File: src/bmu_defines.vh
// Shared constants for the binary and decimal multiply unit.
`ifndef BMU_DEFINES_VH
`define BMU_DEFINES_VH
`define BMU_OP_DUMUL 2'h0
`define BMU_OP_DECMUL 2'h1
`define BMU_OP_DDECMUL 2'h2
`define BMU_OP_NONE 2'h3
`define BMU_WORD_W 16
`define BMU_DIGIT_MAX 4'h9
`define BMU_NEG_BIT 63
`endif

File: src/bmu_bcd_mul.v
// Sequential decimal multiplier working digit by digit with shift-and-add.
`timescale 1ns/10ps
`include "bmu_defines.vh"
module bmu_bcd_mul #(
  parameter DIGITS = 8
) (
  input wire i_clk_sys,                      // System clock.
  input wire i_rst,                          // Synchronous reset, active high.
  input wire i_start,                        // One-cycle start pulse.
  input wire [4*DIGITS-1:0] i_mcand,         // Multiplicand digits.
  input wire [4*DIGITS-1:0] i_mplier,        // Multiplier digits.
  output reg o_done,                         // One-cycle completion pulse.
  output reg [8*DIGITS-1:0] o_product        // Decimal product.
);
  localparam PW = 8 * DIGITS;
  localparam [7:0] LAST_DIG = DIGITS - 1;
  reg [PW-1:0] acc_q;
  reg [4*DIGITS-1:0] mpl_q;
  reg [3:0] rep_q;
  reg [7:0] dig_q;
  reg busy_q;
  wire [PW-1:0] mcand_ext = {{(PW-4*DIGITS){1'b0}}, i_mcand};
  reg [PW-1:0] mcand_q;

  // Decimal addition of two packed digit strings, carry propagating upward.
  function [PW-1:0] dec_add;
    input [PW-1:0] a;
    input [PW-1:0] b;
    integer k;
    reg [4:0] s;
    reg c;
    begin
      c = 1'b0;
      dec_add = {PW{1'b0}};
      for (k = 0; k < 2 * DIGITS; k = k + 1) begin
        s = {1'b0, a[4*k +: 4]} + {1'b0, b[4*k +: 4]} + {4'h0, c};
        if (s > 5'd9) begin
          s = s + 5'd6;
          c = 1'b1;
        end else begin
          c = 1'b0;
        end
        dec_add[4*k +: 4] = s[3:0];
      end
    end
  endfunction

  // Multiplier digits are consumed from the top; each digit adds the
  // multiplicand that many times after a decimal shift. Slow but small.
  always @(posedge i_clk_sys) begin
    o_done <= 1'b0;
    if (i_rst) begin
      acc_q <= {PW{1'b0}};
      mpl_q <= {(4*DIGITS){1'b0}};
      mcand_q <= {PW{1'b0}};
      rep_q <= 4'h0;
      dig_q <= 8'h00;
      busy_q <= 1'b0;
      o_product <= {PW{1'b0}};
    end else if (i_start) begin
      acc_q <= {PW{1'b0}};
      mpl_q <= i_mplier;
      mcand_q <= mcand_ext;
      rep_q <= i_mplier[4*DIGITS-1 -: 4];
      dig_q <= 8'h00;
      busy_q <= 1'b1;
    end else if (busy_q) begin
      if (rep_q != 4'h0) begin
        acc_q <= dec_add(acc_q, mcand_q);
        rep_q <= rep_q - 4'h1;
      end else if (dig_q == LAST_DIG) begin
        busy_q <= 1'b0;
        o_done <= 1'b1;
        o_product <= acc_q;
      end else begin
        acc_q <= {acc_q[PW-5:0], 4'h0};
        mpl_q <= {mpl_q[4*DIGITS-5:0], 4'h0};
        rep_q <= mpl_q[4*DIGITS-5 -: 4];
        dig_q <= dig_q + 8'h01;
      end
    end
  end
endmodule

File: src/bmu_multiply_unit.v
// Multiply unit: double binary, single decimal and double decimal products.
// Notes on behaviour
// (RQ1) Double binary: 32x32 unsigned into four words.
// (RQ2) Double binary always clears the error flag.
// (RQ3) Negative flag follows product bit 63; decimal operations leave it unchanged.
// (RQ4) Equals flag set when whole product zero.
// (RQ5) Lowest product word at base, highest base+3.
// (RQ6) Single decimal: four digits, two-word product.
// (RQ7) Single decimal: invalid digit raises error flag.
// (RQ8) Double decimal: eight digits, four-word product.
// (RQ9) Double decimal: any invalid word raises error.
// (RQ10) Trigger each cycle or on rising edge.
// (RQ11) Invalid input leaves results and equals untouched.
`timescale 1ns/10ps
`include "bmu_defines.vh"
module bmu_multiply_unit #(
  parameter WORD_W = `BMU_WORD_W
) (
  input wire i_clk_sys,                 // System clock, 40 MHz.
  input wire i_rst,                     // Synchronous reset, active high.
  input wire i_cond,                    // Execution condition from sequencing.
  input wire i_edge_mode,               // 1: run once per rising edge of i_cond.
  input wire [1:0] i_op,                // Operation select.
  input wire [WORD_W-1:0] i_mcand_lo,   // multiplicand_word.
  input wire [WORD_W-1:0] i_mcand_hi,   // multiplicand_word plus one.
  input wire [WORD_W-1:0] i_mplier_lo,  // multiplier_word.
  input wire [WORD_W-1:0] i_mplier_hi,  // multiplier_word plus one.
  output wire o_busy,                   // Operation in progress.
  output reg o_wr_valid,                // Result write pulse.
  output reg [3:0] o_wr_mask,           // Result words written, bit n is base+n.
  output reg [WORD_W-1:0] o_res0,       // Result word at base.
  output reg [WORD_W-1:0] o_res1,       // Result word at base plus one.
  output reg [WORD_W-1:0] o_res2,       // Result word at base plus two.
  output reg [WORD_W-1:0] o_res3,       // Result word at base plus three.
  output reg o_error_flag,              // Error flag.
  output reg o_equals_flag,             // Equals flag.
  output reg o_negative_flag            // Negative flag.
);
  // Sequencer states in plain binary.
  localparam [1:0] ST_IDLE = 2'h0;
  localparam [1:0] ST_RUN = 2'h1;
  localparam [1:0] ST_DONE = 2'h2;
  reg [1:0] st_q;
  reg [1:0] op_q;
  reg cond_q;
  reg [63:0] bin_prod_q;
  reg dec_start_q;
  reg dec_short_q;
  wire dec_done;
  wire [63:0] dec_prod;
  wire fire;
  wire bad_short;
  wire bad_long;
  wire [63:0] bin_prod;

  // True when any nibble of a word is above nine.
  function word_bad;
    input [WORD_W-1:0] w;
    integer k;
    begin
      word_bad = 1'b0;
      for (k = 0; k < WORD_W / 4; k = k + 1) begin
        if (w[4*k +: 4] > `BMU_DIGIT_MAX) begin
          word_bad = 1'b1;
        end
      end
    end
  endfunction

  // True when every word of a product is zero; used by both result paths.
  function prod_zero;
    input [63:0] p;
    begin
      prod_zero = (p == 64'h0000000000000000);
    end
  endfunction

  ////////////////////////////////////////////////////////////////////////////
  // (RQ10) Trigger form select.
  // Edge form is armed only by a low-to-high change seen from idle.
  // A rising edge that arrives while busy is dropped; the caller re-arms.
  assign fire = (st_q == ST_IDLE) && i_cond && (!i_edge_mode || !cond_q) && (i_op != `BMU_OP_NONE);
  assign o_busy = (st_q != ST_IDLE);
  // (RQ1) Operands widened first so the full 64-bit product is kept.
  assign bin_prod = {32'h00000000, i_mcand_hi, i_mcand_lo} * {32'h00000000, i_mplier_hi, i_mplier_lo};
  // (RQ7) Single decimal check.
  assign bad_short = word_bad(i_mcand_lo) || word_bad(i_mplier_lo);
  // (RQ9) Double decimal check.
  assign bad_long = bad_short || word_bad(i_mcand_hi) || word_bad(i_mplier_hi);

  // Condition history for edge detection; same-domain input, no synchroniser.
  // Reset to the idle level of the condition, so a condition already high at release reads as an edge.
  always @(posedge i_clk_sys) begin
    if (i_rst) begin
      cond_q <= 1'b0;
    end else begin
      cond_q <= i_cond;
    end
  end

  ////////////////////////////////////////////////////////////////////////////
  // The decimal core is shared; short operands are zero-extended so the
  // upper digits of the sixteen-digit product fill with zero.
  bmu_bcd_mul #(
    .DIGITS(8)
  ) u_dec (
    .i_clk_sys(i_clk_sys),
    .i_rst(i_rst),
    .i_start(dec_start_q),
    .i_mcand(dec_short_q ? {16'h0000, i_mcand_lo} : {i_mcand_hi, i_mcand_lo}),
    .i_mplier(dec_short_q ? {16'h0000, i_mplier_lo} : {i_mplier_hi, i_mplier_lo}),
    .o_done(dec_done),
    .o_product(dec_prod)
  );

  ////////////////////////////////////////////////////////////////////////////
  // Sequencer: binary finishes in two cycles, decimal waits for the core.
  // Operands must stay stable while o_busy is high.
  always @(posedge i_clk_sys) begin
    o_wr_valid <= 1'b0;
    dec_start_q <= 1'b0;
    if (i_rst) begin
      // Results and flags start at zero so a first read sees a clean state.
      st_q <= ST_IDLE;
      op_q <= `BMU_OP_NONE;
      bin_prod_q <= 64'h0000000000000000;
      dec_short_q <= 1'b0;
      o_wr_mask <= 4'h0;
      o_res0 <= {WORD_W{1'b0}};
      o_res1 <= {WORD_W{1'b0}};
      o_res2 <= {WORD_W{1'b0}};
      o_res3 <= {WORD_W{1'b0}};
      o_error_flag <= 1'b0;
      o_equals_flag <= 1'b0;
      o_negative_flag <= 1'b0;
    end else begin
      case (st_q)
        ST_IDLE: begin
          // A refused run leaves the error flag up until the next operation
          // completes, so the sequencing logic can still see it afterwards.
          if (fire) begin
            op_q <= i_op;
            case (i_op)
              `BMU_OP_DUMUL: begin
                // (RQ1) 64-bit unsigned product of 32-bit operands.
                bin_prod_q <= bin_prod;
                st_q <= ST_DONE;
              end
              `BMU_OP_DECMUL: begin
                // (RQ11) Invalid input: error only, nothing written.
                if (bad_short) begin
                  o_error_flag <= 1'b1;
                end else begin
                  dec_short_q <= 1'b1;
                  dec_start_q <= 1'b1;
                  st_q <= ST_RUN;
                end
              end
              `BMU_OP_DDECMUL: begin
                // (RQ11) Invalid input: error only, nothing written.
                if (bad_long) begin
                  o_error_flag <= 1'b1;
                end else begin
                  dec_short_q <= 1'b0;
                  dec_start_q <= 1'b1;
                  st_q <= ST_RUN;
                end
              end
              default: begin
                // No operation selected; fire already keeps this code out.
                st_q <= ST_IDLE;
              end
            endcase
          end
        end
        ST_DONE: begin
          // The product register keeps the long multiplier path off the outputs.
          // (RQ5) Low word at base, high at base plus three.
          o_res0 <= bin_prod_q[15:0];
          o_res1 <= bin_prod_q[31:16];
          o_res2 <= bin_prod_q[47:32];
          o_res3 <= bin_prod_q[63:48];
          o_wr_mask <= 4'hf;
          o_wr_valid <= 1'b1;
          // (RQ2) No operand is an error here.
          o_error_flag <= 1'b0;
          // (RQ4) Zero product detect.
          o_equals_flag <= prod_zero(bin_prod_q);
          // (RQ3) Top bit of the fourth word.
          o_negative_flag <= bin_prod_q[`BMU_NEG_BIT];
          st_q <= ST_IDLE;
        end
        ST_RUN: begin
          // The negative flag is left alone: a decimal product has no sign.
          if (dec_done) begin
            o_wr_valid <= 1'b1;
            o_error_flag <= 1'b0;
            // (RQ4) Zero product detect.
            o_equals_flag <= prod_zero(dec_prod);
            o_res0 <= dec_prod[15:0];
            o_res1 <= dec_prod[31:16];
            // (RQ6) Two-word product for the short form.
            // The upper two result words keep what they held before.
            if (op_q == `BMU_OP_DECMUL) begin
              o_wr_mask <= 4'h3;
            end else begin
              // (RQ8) Four-word product for the long form.
              o_res2 <= dec_prod[47:32];
              o_res3 <= dec_prod[63:48];
              o_wr_mask <= 4'hf;
            end
            st_q <= ST_IDLE;
          end
        end
        default: begin
          st_q <= ST_IDLE;
        end
      endcase
    end
  end
endmodule

File: config.mk
export PLATFORM = sky130hd
export DESIGN_NAME = bmu_multiply_unit
export DESIGN_NICKNAME = d
export VERILOG_FILES = /design/src/bmu_bcd_mul.v /design/src/bmu_multiply_unit.v
export VERILOG_INCLUDE_DIRS = /design/src
export SDC_FILE = /design/constraint.sdc
export NUM_CORES = 2
export LEC_CHECK = 0
export BUFFER_PORTS_ARGS = -buffer_cell sky130_fd_sc_hd__buf_4
export CORE_ASPECT_RATIO = 0.6
export CORE_UTILIZATION = 25
export DETAILED_ROUTE_END_ITERATION = 6
export GPL_ROUTABILITY_DRIVEN = 0
export SYNTH_ARGS = -nofsm -noshare
export SYNTH_HDL_FRONTEND = slang
export SYNTH_HIERARCHICAL = 1
export SYNTH_SLANG_ARGS = --single-unit
File: constraint.sdc
create_clock -name i_clk_sys -period 29.6 [get_ports i_clk_sys]
set_input_delay 4.44 -clock i_clk_sys [delete_from_list [all_inputs] [get_ports i_clk_sys]]
set_output_delay 4.44 -clock i_clk_sys [all_outputs]
set_load 0.03 [all_outputs]
==> run metrics <==
HPWL Detailed 130000 µm; Avg Cell Area, Syn 8.73 µm²; Setup crit end kind flip-flop; crit start category flip-flop; core area 201000 µm²; Hold EP u_dec/o_product[43]; # rows 127; I/O Buffers 142; Setup Buffers After CTS 0; vias in the first global route 42.0k; DP Worst Slack 3.40 ns; Tmin final 26.84 ns; cell depth of the worst hold path 2; R2R setup slack 2.76 ns; initial DRC count 4552; DIE WIDTH 584 µm; most frequent cells in the layout inv_1, fa_1, nand2_1; Final Hold Viols 0; async set-or-reset flop fraction in the synthesized netlist 0; Setup TNS Final 0 ns; Clock Latency Late Sink 0.56 ns; first-pass GRT wire length 263000 µm; Setup Viol. Count Final 0; global-route usage over all layers 0.166; Worst-path clk slew 0.06 ns; fill count 21.4k; Starting Density 0.253; Slew @ Worst Pin 1.08 ns; count of flip-flops with a built-in enable after synthesis 0; most common cell after layout, fill and taps aside inv_1; wl on met1 81000 µm; DRC Markers 0; Worst Min Path Start u_dec/o_product[43]; initial antenna violation count 13; Crit Reg-Reg Endpoint u_dec/acc_q[62]; Largest stage delay, worst path 0.49 ns; metal3 WL 20300 µm; Clock Root Buffer clkbuf_16; Slew Limit Fails 0; CTS buffer count 35; final worst path period share 0.907; Yosys cell types 84; crit path kind flip-flop to flip-flop; setup slack after layout 2.76 ns; fin nets 6999; flops & latches, synth 343; H-tree depth 2; Mapped Area 50800 µm²; Area Growth Syn to Fin 8.59%; slowest CP cell fa_1; Syn Inst Count 5818; delay-heaviest family, CP adder cells; CP dominant cell by count ha_1; clock tree buffer depth 3; Fmax achieved 37.3 MHz; CTS tree yes; Crit Reg-Reg Startpoint u_dec/acc_q[0]; Worst Path Buf+Inv 20; Max transition margin 0.282; top sig layer met5; data required time at the worst endpoint 30.00 ns; grt ovf 0; ys flop type dfxtp_1; wire per inst 20.5 µm; vias per cell 4.90; syn_nets 7144; drt first pass iters 6; DR vias 41.2k; register area share after synthesis 0.135; IO Count 143; post-route ant nets 0; Yosys warnings 6; Hold WC Path Type flip-flop to flip-flop; Post-CTS Resized 0; hold-fix buffers at CTS 0; CTS Sinks 343; max_cap viols 0; reg2reg path depth 123; Detailed Route WL 172000 µm; CP Data Arrival Time 27.24 ns; largest net degree at the start of global routing 94; final core occ 0.275; result of the run complete, no violations; share of cells above drive strength 1 0.0515; die area 205000 µm²; RSZ-0062 raised after global routing no; met2 WL post-DR 68600 µm; critical path peak fanout 6; Die Span Y 351 µm; Worst Skew 0.0326 ns
routing by layer:
layer | up-vias | track usage
li1 | 17900 | -
met1 | 20900 | 0.254
met2 | 2265 | 0.236
met3 | 186 | 0.0424
met4 | 4 | 0.0247
met5 | - | 0
per-stage QoR:
stage | hold slack, ns | area, µm² | std cells
6_report | 0.471 | 55200 | 8407
3_3_place_gp | 0.453 | 54100 | 8345
2_1_floorplan | 0.441 | 50800 | 5818
4_1_cts | 0.468 | 55200 | 8403
5_1_grt | 0.492 | 55200 | 8406
3_5_place_dp | 0.461 | 54100 | 8345
worst min-delay path: stages, from the launching register on:
cell	delay, ns
dfxtp_1	0.32
nand2_1	0.06
a21oi_1	0.05
Yosys cell counts (all sizes together), types with 42 or more instances:
cell type	number	area [µm²]
a211oi	78	586
a21o	71	533
a21oi	276	1480
and2	563	3520
buf	42	283
clkbuf	306	1150
dfxtp	343	6870
fa	911	18200
ha	345	4320
inv	954	3580
mux2i	103	1030
nand2	868	3260
nand3	68	345
nor2	215	807
nor2b	42	263
o21ai	119	596
xnor2	49	429
cell type report:
type,instances,area [µm²],area share
antenna,4,10.0,0.000181
clock inverter,13,134,0.00243
clock buffer,45,963,0.0175
sequential,343,6870,0.125
tap,2709,3390,0.0614
multi-input combinational,4173,39000,0.706
inverter,954,3580,0.0649
timing repair buffer,166,1250,0.0227
state kept, by name, indices dropped and copies added (netlist names), 2 cells and up:
register	flops
bin_prod_q	64
u_dec/acc_q	64
u_dec/o_product	64
u_dec/mcand_q	32
u_dec/mpl_q	28
o_res0	16
o_res1	16
o_res2	16
o_res3	16
u_dec/dig_q	8
u_dec/rep_q	4
o_wr_mask	2
op_q	2
st_q	2
worst max path at each step:
stage	cells past startpoint	startpoint	end	slack (ns)
5_1_grt	122	u_dec/acc_q[0]	u_dec/acc_q[62]	1.39
3_3_place_gp	126	u_dec/acc_q[0]	u_dec/acc_q[61]	4.88
6_report	123	u_dec/acc_q[0]	u_dec/acc_q[62]	2.76
4_1_cts	124	u_dec/acc_q[0]	u_dec/acc_q[62]	3.28
2_1_floorplan	124	u_dec/acc_q[0]	u_dec/acc_q[62]	6.59
3_5_place_dp	124	u_dec/acc_q[0]	u_dec/acc_q[62]	3.40
logic make-up (layout without fill, tap and decap cells):
kind of cell             after synthesis  in the layout  share of synthesized area
multiplexers                         113            113                     0.0225
XOR/XNOR                              77             77                     0.0133
buffers and inverters               1302           1178                     0.0987
AND/OR/NAND/NOR                     1956           1956                      0.187
flip-flops                           343            343                      0.135
adder cells (fa/ha/maj)             1256           1256                      0.444
other                                  0              4                          0
AO/OA/AOI/OAI                        771            771                     0.0995
Power is left out: the tool's default activity adds up to more than one toggle a clock period on the data nets, which glitch-free logic cannot reach.
